[config.mk]
export PLATFORM = sky130hd
export DESIGN_NAME = flash_write_reliability_trim
export DESIGN_NICKNAME = d
export VERILOG_FILES = /design/src/design/flash_rel_pkg.sv /design/src/design/flash_write_reliability_trim.sv
export VERILOG_INCLUDE_DIRS = /design/src /design/src/design
export SDC_FILE = /design/constraint.sdc
export NUM_CORES = 1
export LEC_CHECK = 0
export ABC_AREA = 1
export BUFFER_PORTS_ARGS = -buffer_cell sky130_fd_sc_hd__buf_2
export CAP_MARGIN = 20
export CELL_PAD_IN_SITES_DETAIL_PLACEMENT = 0
export CELL_PAD_IN_SITES_GLOBAL_PLACEMENT = 1
export CORE_UTILIZATION = 45
export DETAILED_ROUTE_END_ITERATION = 10
export PLACE_DENSITY_LB_ADDON = 0.1
export REMOVE_ABC_BUFFERS = 1
export SLEW_MARGIN = 20
export SYNTH_ARGS = -nofsm -noshare
export SYNTH_HDL_FRONTEND = slang
export SYNTH_SLANG_ARGS = --single-unit
[constraint.sdc]
create_clock -name pclk -period 14.7 [get_ports pclk]
set_input_delay 0.735 -clock pclk [delete_from_list [all_inputs] [get_ports pclk]]
set_output_delay 0.735 -clock pclk [all_outputs]
set_load 0.01 [all_outputs]
[src/design/flash_rel_consts.svh]
`ifndef FLASH_REL_CONSTS_SVH
`define FLASH_REL_CONSTS_SVH
// register indices; byte address is four times the index
`define IDX_SUPPORT 8'ha6
`define IDX_CONFIG 8'ha7
`define IDX_ERASED 8'hb5
`define IDX_SECTOR_COUNT 8'hde
`define IDX_ERASE_MULT 8'hf0
`define IDX_STATUS 8'hf1
`define IDX_PURGE_MULT 8'hf2
// reset and fixed values
`define SUPPORT_VALUE 8'h05
`define CONFIG_RESET 5'h1f
`define SECTOR_COUNT_VALUE 8'h01
`define PURGE_MULT_VALUE 8'h11
`define ERASE_MULT_RESET 8'h01
// field positions, config width, last reliable partition and reliable unit length
`define SUP_HOST_CTRL 0
`define SUP_ENHANCED 2
`define CFG_BITS 5
`define LAST_REL_PART 3'h4
`define RELIABLE_UNIT 12'h200
// timing
`define CLK_NS 10
`define MS_NS 1000000
`define STEP_MS 300
`endif

[src/design/flash_rel_pkg.sv]
package flash_rel_pkg;
  typedef struct packed {
    logic mark;
    logic purge;
    logic wr;
    logic rel;
    logic [2:0] part;
    logic [11:0] blocklen;
  } link_req_s;
  typedef enum logic {PURGE_IDLE, PURGE_BUSY} purge_state_e;
endpackage

[src/design/flash_write_reliability_trim.sv]
// Local design decision: the APB register port.
`timescale 1ns/1ns
`include "flash_rel_consts.svh"
// Notes on behaviour
// RL1: config byte has enables for user area (bit 0) and partitions 1-4 (bits 1-4), 7:5 reserved.
// RL2: the enables are read-only when host control reads 0 and host-writable when it reads 1.
// RL3: the host programs the reliability mode before it completes partitioning.
// RL4: reliability settings only affect user area and general purpose partitions.
// RL5: enhanced flag reads 1 for the enhanced definition, making each sector atomic.
// RL6: reliable writes ignore the programmed block length, use 512-byte units, any length.
// RL7: reliable write sector count reads 0x01 at byte 222.
// RL8: support byte 166 reads 0x05 and config byte 167 resets to 0x1F.
// RL9: secure trim marks blocks in a first step and purges them in a second step.
// RL10: the purge finishes within 300 ms times erase multiplier times purge multiplier (0x11).
// RL11: from marking until the purge completes, byte 181 shows the marked area.
// RL12: a purge request with nothing marked performs no purge.
// RL13: writes to the reserved config bits are dropped and they read as zero.
module flash_write_reliability_trim #(
  parameter logic [7:0] SUPPORT = `SUPPORT_VALUE,
  parameter int MS_CYCLES = `MS_NS / `CLK_NS
) (
  // apb
  input wire logic pclk,
  input wire logic presetn,
  input wire logic psel,
  input wire logic penable,
  input wire logic pwrite,
  input wire logic [11:0] paddr,
  input wire logic [31:0] pwdata,
  output logic [31:0] prdata,
  output logic pready,
  output logic pslverr,
  // card link, asynchronous to pclk
  input wire logic card_clk,
  input wire flash_rel_pkg::link_req_s card_req,
  // flash back end
  input wire logic purge_done,
  output logic wr_start,
  output logic wr_reliable,
  output logic wr_protected,
  output logic wr_atomic,
  output logic [11:0] wr_unit_len,
  output logic purge_start,
  output logic purge_busy,
  output logic purge_skipped,
  output logic purge_timeout
);
  if (MS_CYCLES < 1) begin : g_chk
    $error("MS_CYCLES must be at least 1");
  end

  // link synchronisers; stage one feeds stage two only
  logic clk_s1, clk_s2, clk_s3;
  flash_rel_pkg::link_req_s req_s1, req_s2;
  always_ff @(posedge pclk or negedge presetn) begin
    if (!presetn) begin
      clk_s1 <= 1'b0;
      clk_s2 <= 1'b0;
      clk_s3 <= 1'b0;
      req_s1 <= '0;
      req_s2 <= '0;
    end else begin
      clk_s1 <= card_clk;
      clk_s2 <= clk_s1;
      clk_s3 <= clk_s2;
      req_s1 <= card_req;
      req_s2 <= req_s1;
    end
  end
  // host changes requests away from the rising card clock edge, so they are settled here
  wire card_rise = clk_s2 & ~clk_s3;
  wire take_mark = card_rise & req_s2.mark;
  wire take_purge = card_rise & req_s2.purge;
  wire take_wr = card_rise & req_s2.wr;

  // registers
  logic [4:0] rel_config;
  logic [7:0] erase_mult;
  logic marked;
  flash_rel_pkg::purge_state_e pstate;

  wire host_ctrl = SUPPORT[`SUP_HOST_CTRL];
  wire enhanced = SUPPORT[`SUP_ENHANCED];
  wire [9:0] word = paddr[11:2];
  wire sel_support = word == {2'b00, `IDX_SUPPORT};
  wire sel_config = word == {2'b00, `IDX_CONFIG};
  wire sel_erased = word == {2'b00, `IDX_ERASED};
  wire sel_sector = word == {2'b00, `IDX_SECTOR_COUNT};
  wire sel_emult = word == {2'b00, `IDX_ERASE_MULT};
  wire sel_status = word == {2'b00, `IDX_STATUS};
  wire sel_pmult = word == {2'b00, `IDX_PURGE_MULT};
  wire mapped = sel_support | sel_config | sel_erased | sel_sector | sel_emult
    | sel_status | sel_pmult;
  wire setup = psel & ~penable;
  wire wr_acc = psel & penable & pwrite;
  wire cfg_we = wr_acc & sel_config & host_ctrl; // [RL2]
  wire emult_we = wr_acc & sel_emult;
  wire [7:0] status_byte = {4'h0, purge_timeout, purge_skipped, marked, purge_busy};
  wire [7:0] rd_byte =
    sel_support ? SUPPORT : // [RL8]
    sel_config ? {3'b000, rel_config} : // [RL1] [RL13]
    sel_erased ? {7'h00, marked} : // [RL11]
    sel_sector ? `SECTOR_COUNT_VALUE : // [RL7]
    sel_emult ? erase_mult :
    sel_status ? status_byte :
    sel_pmult ? `PURGE_MULT_VALUE : 8'h00;

  always_ff @(posedge pclk or negedge presetn) begin
    if (!presetn) begin
      prdata <= 32'h0000_0000;
      pready <= 1'b0;
      pslverr <= 1'b0;
    end else begin
      pready <= 1'b1;
      if (setup) begin
        prdata <= {24'h00_0000, rd_byte};
        pslverr <= ~mapped;
      end
    end
  end

  always_ff @(posedge pclk or negedge presetn) begin
    if (!presetn) begin
      rel_config <= `CONFIG_RESET; // [RL8]
      erase_mult <= `ERASE_MULT_RESET;
    end else begin
      // reserved upper bits are never stored
      if (cfg_we) rel_config <= pwdata[`CFG_BITS-1:0]; // [RL2] [RL13]
      if (emult_we) erase_mult <= pwdata[7:0];
    end
  end

  // write path
  wire part_ok = req_s2.part <= `LAST_REL_PART;
  wire [7:0] cfg_wide = {3'b000, rel_config};
  wire next_prot = part_ok & cfg_wide[req_s2.part]; // [RL4]
  wire [11:0] next_len = req_s2.rel ? `RELIABLE_UNIT : req_s2.blocklen; // [RL6]
  always_ff @(posedge pclk or negedge presetn) begin
    if (!presetn) begin
      wr_start <= 1'b0;
      wr_reliable <= 1'b0;
      wr_protected <= 1'b0;
      wr_atomic <= 1'b0;
      wr_unit_len <= 12'h000;
    end else begin
      wr_start <= take_wr;
      if (take_wr) begin
        wr_reliable <= req_s2.rel;
        wr_protected <= next_prot; // [RL4]
        wr_atomic <= req_s2.rel & enhanced; // [RL5]
        wr_unit_len <= next_len; // [RL6]
      end
    end
  end

  // secure trim
  logic [31:0] ms_div;
  logic [31:0] ms_count;
  wire ms_tick = ms_div == 32'(MS_CYCLES - 1);
  wire [31:0] limit = 32'(`STEP_MS) * {24'h00_0000, erase_mult}
    * {24'h00_0000, `PURGE_MULT_VALUE}; // [RL10]
  wire busy = pstate == flash_rel_pkg::PURGE_BUSY;
  wire expired = busy & (ms_count >= limit);
  wire finish = busy & purge_done;
  wire go = take_purge & ~busy & marked; // [RL9] [RL12]
  // a mark arriving with completion survives the clear
  wire next_marked = take_mark | (marked & ~finish); // [RL9] [RL11]

  always_ff @(posedge pclk or negedge presetn) begin
    if (!presetn) begin
      pstate <= flash_rel_pkg::PURGE_IDLE;
      marked <= 1'b0;
      ms_div <= 32'h0000_0000;
      ms_count <= 32'h0000_0000;
      purge_start <= 1'b0;
      purge_busy <= 1'b0;
      purge_skipped <= 1'b0;
      purge_timeout <= 1'b0;
    end else begin
      marked <= next_marked;
      purge_start <= go;
      purge_skipped <= take_purge & ~busy & ~marked; // [RL12]
      if (go) purge_timeout <= 1'b0;
      else if (expired & ~purge_done) purge_timeout <= 1'b1; // [RL10]
      unique case (pstate)
        flash_rel_pkg::PURGE_IDLE: begin
          ms_div <= 32'h0000_0000;
          ms_count <= 32'h0000_0000;
          if (go) pstate <= flash_rel_pkg::PURGE_BUSY;
        end
        flash_rel_pkg::PURGE_BUSY: begin
          ms_div <= ms_tick ? 32'h0000_0000 : ms_div + 32'h0000_0001;
          if (ms_tick) ms_count <= ms_count + 32'h0000_0001;
          // on timeout the marks stay so the host may retry
          if (finish | expired) pstate <= flash_rel_pkg::PURGE_IDLE;
        end
      endcase
      purge_busy <= (pstate == flash_rel_pkg::PURGE_IDLE) ? go : ~(finish | expired);
    end
  end

  // checks
  property p_cfg_ro;
    @(posedge pclk) disable iff (!presetn)
      (wr_acc && sel_config && !host_ctrl) |=> $stable(rel_config);
  endproperty
  a_cfg_ro: assert property (p_cfg_ro) else $error("config changed while read-only"); // [RL2]

  property p_rsv;
    @(posedge pclk) disable iff (!presetn)
      (psel && penable && !pwrite && sel_config) |-> prdata[7:5] == 3'b000;
  endproperty
  a_rsv: assert property (p_rsv) else $error("reserved config bits not zero"); // [RL13]

  property p_boot;
    @(posedge pclk) disable iff (!presetn)
      take_wr && !part_ok |=> wr_start && !wr_protected;
  endproperty
  a_boot: assert property (p_boot) else $error("boot or rpmb write got reliability"); // [RL4]

  property p_atomic;
    @(posedge pclk) disable iff (!presetn)
      take_wr |=> wr_atomic == ($past(req_s2.rel) && enhanced);
  endproperty
  a_atomic: assert property (p_atomic) else $error("atomic flag wrong"); // [RL5]

  property p_unit;
    @(posedge pclk) disable iff (!presetn)
      take_wr && req_s2.rel |=> wr_unit_len == `RELIABLE_UNIT;
  endproperty
  a_unit: assert property (p_unit) else $error("reliable unit not 512"); // [RL6]

  property p_sector;
    @(posedge pclk) disable iff (!presetn)
      (psel && penable && !pwrite && sel_sector) |-> prdata == 32'h0000_0001;
  endproperty
  a_sector: assert property (p_sector) else $error("sector count not 1"); // [RL7]

  property p_support;
    @(posedge pclk) disable iff (!presetn)
      (psel && penable && !pwrite && sel_support) |-> prdata[7:0] == SUPPORT;
  endproperty
  a_support: assert property (p_support) else $error("support byte wrong"); // [RL8]

  property p_erased;
    @(posedge pclk) disable iff (!presetn)
      (psel && penable && !pwrite && sel_erased && $past(marked)) |-> prdata[0];
  endproperty
  a_erased: assert property (p_erased) else $error("marked area not shown"); // [RL11]

  property p_skip;
    @(posedge pclk) disable iff (!presetn)
      take_purge && !marked && !busy |=> !purge_start && !purge_busy && purge_skipped;
  endproperty
  a_skip: assert property (p_skip) else $error("purge ran with nothing marked"); // [RL12]

  property p_start;
    @(posedge pclk) disable iff (!presetn)
      go |=> purge_start && purge_busy ##1 !purge_start;
  endproperty
  a_start: assert property (p_start) else $error("purge start wrong"); // [RL9]

  property p_limit;
    @(posedge pclk) disable iff (!presetn)
      expired && !purge_done |=> purge_timeout && !purge_busy;
  endproperty
  a_limit: assert property (p_limit) else $error("purge overran its timeout"); // [RL10]

  // the writable side of the config byte: the stored value is the written one
  property p_cfg_rw;
    @(posedge pclk) disable iff (!presetn)
      (wr_acc && sel_config && host_ctrl) |=> rel_config == $past(pwdata[`CFG_BITS-1:0]);
  endproperty
  a_cfg_rw: assert property (p_cfg_rw) else $error("config write not stored"); // [RL2]

  property p_user_prot;
    @(posedge pclk) disable iff (!presetn)
      take_wr && req_s2.part == 3'h0 |=> wr_protected == $past(rel_config[0]);
  endproperty
  a_user_prot: assert property (p_user_prot) else $error("user area enable ignored"); // [RL1] [RL4]

  property p_part_prot;
    @(posedge pclk) disable iff (!presetn)
      take_wr && req_s2.part == `LAST_REL_PART |=> wr_protected == $past(rel_config[`LAST_REL_PART]);
  endproperty
  a_part_prot: assert property (p_part_prot) else $error("partition enable ignored"); // [RL1] [RL4]

  property p_plain_len;
    @(posedge pclk) disable iff (!presetn)
      take_wr && !req_s2.rel |=> wr_unit_len == $past(req_s2.blocklen);
  endproperty
  a_plain_len: assert property (p_plain_len) else $error("plain write length lost"); // [RL6]

  // legacy definition: no per-sector atomicity even for reliable writes
  property p_legacy;
    @(posedge pclk) disable iff (!presetn)
      take_wr && !enhanced |=> !wr_atomic;
  endproperty
  a_legacy: assert property (p_legacy) else $error("legacy write made atomic"); // [RL5]

  property p_erased_clr;
    @(posedge pclk) disable iff (!presetn)
      (psel && penable && !pwrite && sel_erased && !$past(marked)) |-> !prdata[0];
  endproperty
  a_erased_clr: assert property (p_erased_clr) else $error("unmarked area shown"); // [RL11]

  property p_mark_hold;
    @(posedge pclk) disable iff (!presetn)
      marked && !finish |=> marked;
  endproperty
  a_mark_hold: assert property (p_mark_hold) else $error("marks lost before purge"); // [RL11]

  property p_no_purge;
    @(posedge pclk) disable iff (!presetn)
      !marked |=> !purge_start;
  endproperty
  a_no_purge: assert property (p_no_purge) else $error("purge with no marks"); // [RL12]

  property p_busy_end;
    @(posedge pclk) disable iff (!presetn)
      busy && purge_done |=> !purge_busy;
  endproperty
  a_busy_end: assert property (p_busy_end) else $error("busy after purge done"); // [RL9]

  // a fresh mark in the completion cycle is the only thing that may keep marked set
  property p_mark_clear;
    @(posedge pclk) disable iff (!presetn)
      finish && !take_mark |=> !marked;
  endproperty
  a_mark_clear: assert property (p_mark_clear) else $error("marks kept after purge"); // [RL9]

  property p_busy_ignore;
    @(posedge pclk) disable iff (!presetn)
      busy && take_purge |=> !purge_start && !purge_skipped;
  endproperty
  a_busy_ignore: assert property (p_busy_ignore) else $error("purge restarted while busy"); // [RL9]

  property p_pmult;
    @(posedge pclk) disable iff (!presetn)
      (psel && penable && !pwrite && sel_pmult) |-> prdata == {24'h00_0000, `PURGE_MULT_VALUE};
  endproperty
  a_pmult: assert property (p_pmult) else $error("purge multiplier wrong"); // [RL10]

  property p_timeout_clr;
    @(posedge pclk) disable iff (!presetn)
      go |=> !purge_timeout;
  endproperty
  a_timeout_clr: assert property (p_timeout_clr) else $error("stale timeout flag"); // [RL10]
endmodule

==> reports/qor_table.md, run 1 <==
| Group | Metric | Value |
|---|---|---|
| cells and area | Final layout net count | 1335 |
| sta | Worst hold-check slack | 325 ps |
| detailed routing | Routed length per placed instance | 14.9 um |
| clocking | Clock sink count | 148 |
| placed design | Hpwl dp | 16400 um |
| synth | Top cell types by occurrence after synthesis | nand2_1, dfrtp_1, inv_1, nor2_1, ha_1 |
| critical path | Critical path's top delay family | adder cells |
| cells and area | Flip-flop and latch area | 0.00371 mm2 |
| sta | Max Clk Rate | 155 MHz |
| global route | All-Layer GR Usage | 0.218 |
| detailed routing | Routed via count | 7521 |
| cells and area | Synth-to-Final Area Change | 11.6% |
| pwr | Leak pwr | 4.86 nW |
| cells and area | Filler cell count | 1918 |
| detailed routing | Remaining antenna violation count after routing | 0 |
| clocking | Worst-path clk slew | 70 ps |
| clocking | Inserted Clock Buffers | 17 |
| synth | Seq cells post-synth | 148 |
| flow run | Count of maximum capacitance violations | 0 |
| floorplanning | Initial cell density of the core | 0.466 |
| synth | Proportion of synthesized chip area in sequential cells | 0.403 |
| critical path | Critical-path cell with the highest stage delay | fa_1 |
| floorplanning | Horizontal die dimension | 145 um |
| floorplanning | Number of primary I/O pins | 124 |
| critical path | Maximum net fanout on the critical path | 6 |
| critical path | Levels on crit path | 29 |
| sta | Final setup skew | 14.9 ps |
| global route | Via count of the first global-routing pass | 7201 |
| synth | Portion of synthesized cell area occupied by the leading cell type | 0.386 |
| global route | Largest net degree at the start of global routing | 81 |
| clocking | Root cell of the clock tree | clkbuf_16 |
| detailed routing | Vias per cell | 5.16 |
| sta | Measured slew at the worst slew-check pin | 908 ps |
| synth | Count of warnings emitted by yosys | 0 |
| global route | Global-route wire length before repair | 36700 um |
| clocking | CTS tree | yes |
| critical path | Number of cells traversed by the worst register-to-register path | 29 |
| synth | Number of library cell types mapped by synthesis | 48 |
| clocking | Maximum clock insertion buffer count | 2 |
| placed design | Setup Slack @ Placement | 8270 ps |
| synth | Most common cell in the netlist | nand2_1 |
| critical path | Critical Path Source Type | register |
| critical path | Critical path data arrival time | 6820 ps |
| global route | Initial antenna violation count | 0 |
| synth | Post-Syn Area per Cell | 8.35 um2 |
| detailed routing | Wire length after detailed routing | 21700 um |
| pwr | Cell Pwr Density | 89.8 mW/mm2 |
| critical path | Worst Path Required | 15050 ps |
| sta | Slew HR | 0.395 |
| synth | Number of instances in the synthesized netlist | 1103 |
| floorplanning | Core Footprint | 0.0198 mm2 |
| placed design | Port Buf Inserts | 73 |
| global route | Final global-route overflow total | 0 |
| floorplanning | Area of the die | 0.0210 mm2 |
| critical path | Buffering stage count on the worst path with inverters included | 2 |
| hold path | Worst min path class | primary input to async pin |
| pwr | Maximum resistive drop on vdd | 95.5 uV |
| cells and area | Ratio of cells with drive above 1 in the final layout | 0.109 |
| clocking | Post-CTS Setup Repair Bufs | 0 |
| clocking | Post-cts repair resize count | 0 |
| floorplanning | Number of placement rows | 51 |
| critical path | Worst setup path class | register to register |
| sta | Final-layout setup total negative slack | 0 ps |
| sta | Worst Setup Slack, final | 8230 ps |
| sta | Final Max Tran Viols | 0 |
| detailed routing | Number of remaining DRC errors | 0 |
| sta | Final critical-path share of the clock period | 0.440 |
| outcome | Status | finished clean |
| detailed routing | Initial DRC Count | 401 |
| sta | Total count of hold-check failures in the final report | 0 |
| floorplanning | Height of the die | 145 um |
| synth | Cells taking the most area after synthesis | dfrtp_1, ha_1, nand2_1 |
| cells and area | Number of inserted diodes | 0 |
| cells and area | Cell area after layout | 0.0103 mm2 |
| sta | Final setup violation count | 0 |
| clocking | Maximum level of the CTS H-tree | 4 |
| cells and area | Area of the multi-input gates | 0.00479 mm2 |
| synth | Cell taking the most area after synthesis | dfrtp_1 |
| critical path | Crit path capture type | register |
| synth | Netlist Area Pre-Place | 0.00921 mm2 |
| placed design | Post-Place Cell Area | 0.00974 mm2 |
| synth | Post-synthesis async set-or-reset flop share | 1.00 |
| critical path | Peak per-stage delay on the critical path | 510 ps |
| sta | RSZ-0062 raised after global routing | false |
| placed design | Routability congestion estimate from global placement | 0.830 |
| synth | Predominant post-synthesis flop cell | dfrtp_1 |
| sta | Minimum period implied by the final worst setup slack | 6470 ps |
| detailed routing | Count of TritonRoute iterations in the first routing pass | 5 |
| synth | Number of enable-type register cells in the synthesized netlist | 0 |
| clocking | Hold bufs inserted after CTS | 0 |
| clocking | Latest clock arrival within the worst-skew pair | 420 ps |
==> registers in the layout (all words and copies together) (netlist names), 5 cells and up <==
name and count:
erase_mult 8, wr_unit_len 12, req_s2 19, ms_div 32
prdata 8, rel_config 5, req_s1 19, ms_count 32
==> metrics by stage <==
| stage | power [mW] | utilization | instances |
|---|---|---|---|
| after global placement | 0.529 | 0.492 | 1425 |
| final | 0.923 | 0.520 | 1457 |
| after CTS | 0.935 | 0.520 | 1457 |
| after floorplan | 0.488 | - | 1084 |
| after global routing | 0.967 | 0.520 | 1457 |
| after detailed placement | 0.530 | 0.492 | 1425 |
==> cells by family after synthesis <==
group,count (synthesis),share of synthesized area
other,2,0.000815
adder cells (fa/ha/maj),86,0.123
buffers and inverters,178,0.0865
XOR/XNOR,51,0.0485
flip-flops,148,0.403
AND/OR/NAND/NOR,491,0.243
AO/OA/AOI/OAI,147,0.0951
==> final timing paths <==
kind,slack [ps],start,end
max in group asynchronous,13000,presetn,ms_count[30]
hold / removal,330,presetn,ms_count[5]
hold reg to reg,350,req_s1[13],req_s2[13]
min in group pclk,350,req_s1[13],req_s2[13]
setup reg to reg,8230,erase_mult[4],purge_timeout
setup / recovery,8230,erase_mult[4],purge_timeout
==> layer usage <==
layer  track usage  vias up  share of wire  wire length [um]
li1              -     3805              -                 -
met1         0.295     3532           0.47             10200
met2         0.356      159           0.47             10300
met3        0.0409       25          0.040               866
met4        0.0600        0          0.015               315
met5             0        -              0                 0
==> placed cells by master (no fill, tap or decap), types with 3 or more instances in the layout <==
master / synthesis / routed
a21o_1: 4 / 4
nand4_1: 47 / 47
a31oi_1: 5 / 5
xor2_1: 39 / 39
a22o_1: 11 / 11
nand3_1: 48 / 48
nor4_1: 12 / 12
buf_4: 27 / 3
inv_1: 134 / 134
o21ai_1: 4 / 4
inv_6: 0 / 4
dfstp_2: 6 / 6
nor3_1: 43 / 43
nand2_1: 209 / 209
nor2_1: 111 / 111
nor3_2: 3 / 3
clkbuf_16: 0 / 17
nor2_2: 3 / 3
ha_1: 78 / 78
xnor2_1: 12 / 12
conb_1: 2 / 25
clkinv_4: 0 / 4
o31ai_1: 18 / 18
buf_2: 4 / 72
o21bai_1: 4 / 4
dfrtp_1: 142 / 142
a21oi_1: 40 / 40
fa_1: 8 / 8
o21ai_0: 51 / 51
==> power by group <==
part	switching [mW]	internal (mW)	total [mW]
clock network	0.182	0.220	0.402
registers	0.00649	0.422	0.429
logic	0.0625	0.0298	0.0923
==> area by class of cell <==
type	instances	area share
multi-input cells	800	0.466
flip-flops and latches	148	0.361
inverters	136	0.0496
clock buffers	18	0.0417
repair buffers	76	0.0383
well taps	265	0.0322
clock inverters	14	0.0114
No activity file was read; power rests on OpenSTA's default activity.
==> run 2, diff against run 1 <==
--- a/config.mk
+++ b/config.mk
@@ -11,7 +11,7 @@
 export CAP_MARGIN = 20
 export CELL_PAD_IN_SITES_DETAIL_PLACEMENT = 0
 export CELL_PAD_IN_SITES_GLOBAL_PLACEMENT = 1
-export CORE_UTILIZATION = 45
+export CORE_UTILIZATION = 40
 export DETAILED_ROUTE_END_ITERATION = 10
 export PLACE_DENSITY_LB_ADDON = 0.1
 export REMOVE_ABC_BUFFERS = 1
==> constraint.sdc (replaced) <==
create_clock -name pclk -period 5.39 [get_ports pclk]
set_input_delay 0.2695 -clock pclk [delete_from_list [all_inputs] [get_ports pclk]]
set_output_delay 0.2695 -clock pclk [all_outputs]
set_load 0.01 [all_outputs]
==> run 2 against run 1 <==
The run now ends with setup timing left. Sequential share of layout area decreased by 3.7 points. Clock power grew to 3.2 times the previous value. Via count rose by 3.9%. Cell count increased by 7.5%. Core utilization down 1.4 points. Critical path depth unchanged.
==> reports/qor_table.md, run 2 (synthesis gave the netlist of run 1 again) <==
| Group | Metric | Value |
|---|---|---|
| placed design | Routability congestion estimate from global placement | 0.837 |
| global route | Largest net degree at the start of global routing | 87 |
| critical path | Worst setup path class | register to register |
| sta | Final setup skew | 17.1 ps |
| clocking | Maximum level of the CTS H-tree | 4 |
| critical path | Crit path capture type | register |
| detailed routing | Initial DRC Count | 433 |
| clocking | Clock sink count | 148 |
| cells and area | Final layout net count | 1425 |
| cells and area | Final Util | 0.506 |
| pwr | Leak pwr | 5.35 nW |
| global route | Global-route wire length before repair | 37700 um |
| detailed routing | Vias per cell | 4.99 |
| sta | Measured slew at the worst slew-check pin | 968 ps |
| critical path | Maximum net fanout on the critical path | 3 |
| global route | All-Layer GR Usage | 0.200 |
| critical path | Number of cells traversed by the worst register-to-register path | 29 |
| pwr | Final total power | 2.79 mW |
| clocking | Maximum clock insertion buffer count | 2 |
| sta | RSZ-0062 raised after global routing | true |
| critical path | Critical path endpoint | busy |
| detailed routing | Routed length per placed instance | 14.6 um |
| critical path | Slack of the worst reg-to-reg path | -280 ps |
| clocking | Inserted Clock Buffers | 17 |
| cells and area | Number of inserted diodes | 0 |
| pwr | Maximum resistive drop on vdd | 210 uV |
| sta | Final critical-path share of the clock period | 1.05 |
| critical path | Critical Path Source Type | register |
| critical path | Worst r2r dst | busy |
| pwr | Cell Pwr Density | 243 mW/mm2 |
| clocking | Root cell of the clock tree | clkbuf_16 |
| clocking | Latest clock arrival within the worst-skew pair | 430 ps |
| sta | Slew HR | 0.355 |
| cells and area | Biggest registers after layout | ms_count x32, ms_div x32 |
| clocking | Worst-path clk slew | 60 ps |
| cells and area | Synth-to-Final Area Change | 24.4% |
| critical path | Crit path launch | erase_mult[4] |
| floorplanning | Area of the die | 0.0236 mm2 |
| sta | Max Clk Rate | 176 MHz |
| placed design | Setup Slack @ Placement | -730 ps |
| flow run | Count of maximum capacitance violations | 0 |
| critical path | Critical-path cell with the highest stage delay | fa_1 |
| sta | Worst hold-check slack | 97.9 ps |
| floorplanning | Horizontal die dimension | 154 um |
| detailed routing | Number of remaining DRC errors | 0 |
| placed design | Hpwl dp | 16900 um |
| outcome | Violations in the final reports | setup timing |
| critical path | Worst reg2reg startpoint | erase_mult[4] |
| placed design | Port Buf Inserts | 73 |
| floorplanning | Core Footprint | 0.0226 mm2 |
| cells and area | Filler cell count | 2228 |
| critical path | Worst Path Required | 5720 ps |
| detailed routing | Routed via count | 7816 |
| clocking | CTS tree | yes |
| cells and area | Commonest cells after routing, fill and taps aside | nand2_1, dfrtp_1, inv_1 |
| sta | Worst Setup Slack, final | -282 ps |
| global route | Via count of the first global-routing pass | 7593 |
| outcome | Status | finished with violations |
| floorplanning | Number of primary I/O pins | 124 |
| critical path | Critical path data arrival time | 6000 ps |
| sta | Minimum period implied by the final worst setup slack | 5670 ps |
| hold path | Worst min path class | primary input to register |
| detailed routing | Remaining antenna violation count after routing | 0 |
| cells and area | Commonest non-fill, non-tap cell in the layout | nand2_1 |
| critical path | Peak per-stage delay on the critical path | 530 ps |
| sta | Total count of hold-check failures in the final report | 0 |
| detailed routing | Count of TritonRoute iterations in the first routing pass | 4 |
| floorplanning | Height of the die | 154 um |
| cells and area | Ratio of cells with drive above 1 in the final layout | 0.196 |
| global route | Initial antenna violation count | 0 |
| sta | Final setup violation count | 2 |
| global route | Final global-route overflow total | 0 |
| detailed routing | Wire length after detailed routing | 22900 um |
| floorplanning | Initial cell density of the core | 0.407 |
| floorplanning | Number of placement rows | 55 |
| sta | Final Max Tran Viols | 0 |
[run 2: cell count changes in the layout (fill, tap and decap cells not counted), moves of 6 or more]
| cell | change |
|---|---|
| ha_1 | -11 |
| nand2_1 | -8 |
| ha_4 | +11 |
| nor2_2 | +6 |
| buf_4 | +68 |
| nor2_1 | -6 |
| nand3_1 | -6 |
| o21ai_0 | -6 |
| dlygate4sd3_1 | +21 |
[run 2: power by group]
part | total (mW) | internal, mW | switching [mW]
registers | 1.17 | 1.15 | 0.0237
logic | 0.314 | 0.130 | 0.184
clock network | 1.30 | 0.766 | 0.533
total | 2.79 | 2.05 | 0.741
[run 2: layer usage]
layer	up-vias	share of wire	GRT usage
li1	3992	-	-
met1	3685	0.47	0.266
met2	118	0.49	0.336
met3	21	0.025	0.0276
met4	0	0.016	0.0652
met5	-	0	0
[run 2: timing repair]
item	4_1_cts	5_1_grt
pin swaps	29	29
resized for setup	39	28
hold buffers	21	0
setup buffers	3	5
endpoints found under the hold margin	102	0
setup endpoints to repair	2	2
[run 2: worst max-delay path: cells and delay by family, from the launching register on]
kind / cells / cell delay (ps)
simple gates: 5 / 470
flops: 1 / 410
fa+ha+maj: 8 / 2700
buf+inv: 5 / 440
compound gates: 9 / 1250
xor+xnor: 2 / 320
[run 2: final cells by class]
class | instances | area [um2] | share of cell area
multi-input cells | 800 | 5110 | 0.446
flip-flops and latches | 148 | 3710 | 0.324
repair buffers | 166 | 1130 | 0.0983
inverters | 136 | 510 | 0.0445
clock buffers | 18 | 439 | 0.0383
well taps | 285 | 357 | 0.0311
clock inverters | 14 | 204 | 0.0178
[run 2: metrics by stage]
step	cell area (um2)	std cells	setup TNS, ps
2_1_floorplan	9010	1084	-397
3_3_place_gp	10200	1506	-1050
3_5_place_dp	10200	1506	-1320
4_1_cts	11300	1562	-650
5_1_grt	11500	1567	-1270
6_report	11500	1567	-553
[run 2: worst min path at each step]
| stage | start | endpoint | slack [ps] | cells after the start |
|---|---|---|---|---|
| 5_1_grt | pwdata[0] | rel_config[0] | 110 | 3 |
| 6_report | pwdata[7] | erase_mult[7] | 100 | 3 |
| 2_1_floorplan | presetn | busy | -30 | 0 |
| 4_1_cts | pwdata[7] | erase_mult[7] | 80 | 3 |
| 3_5_place_dp | req_s1[17] | req_s2[17] | 330 | 0 |
| 3_3_place_gp | req_s1[16] | req_s2[16] | 330 | 0 |
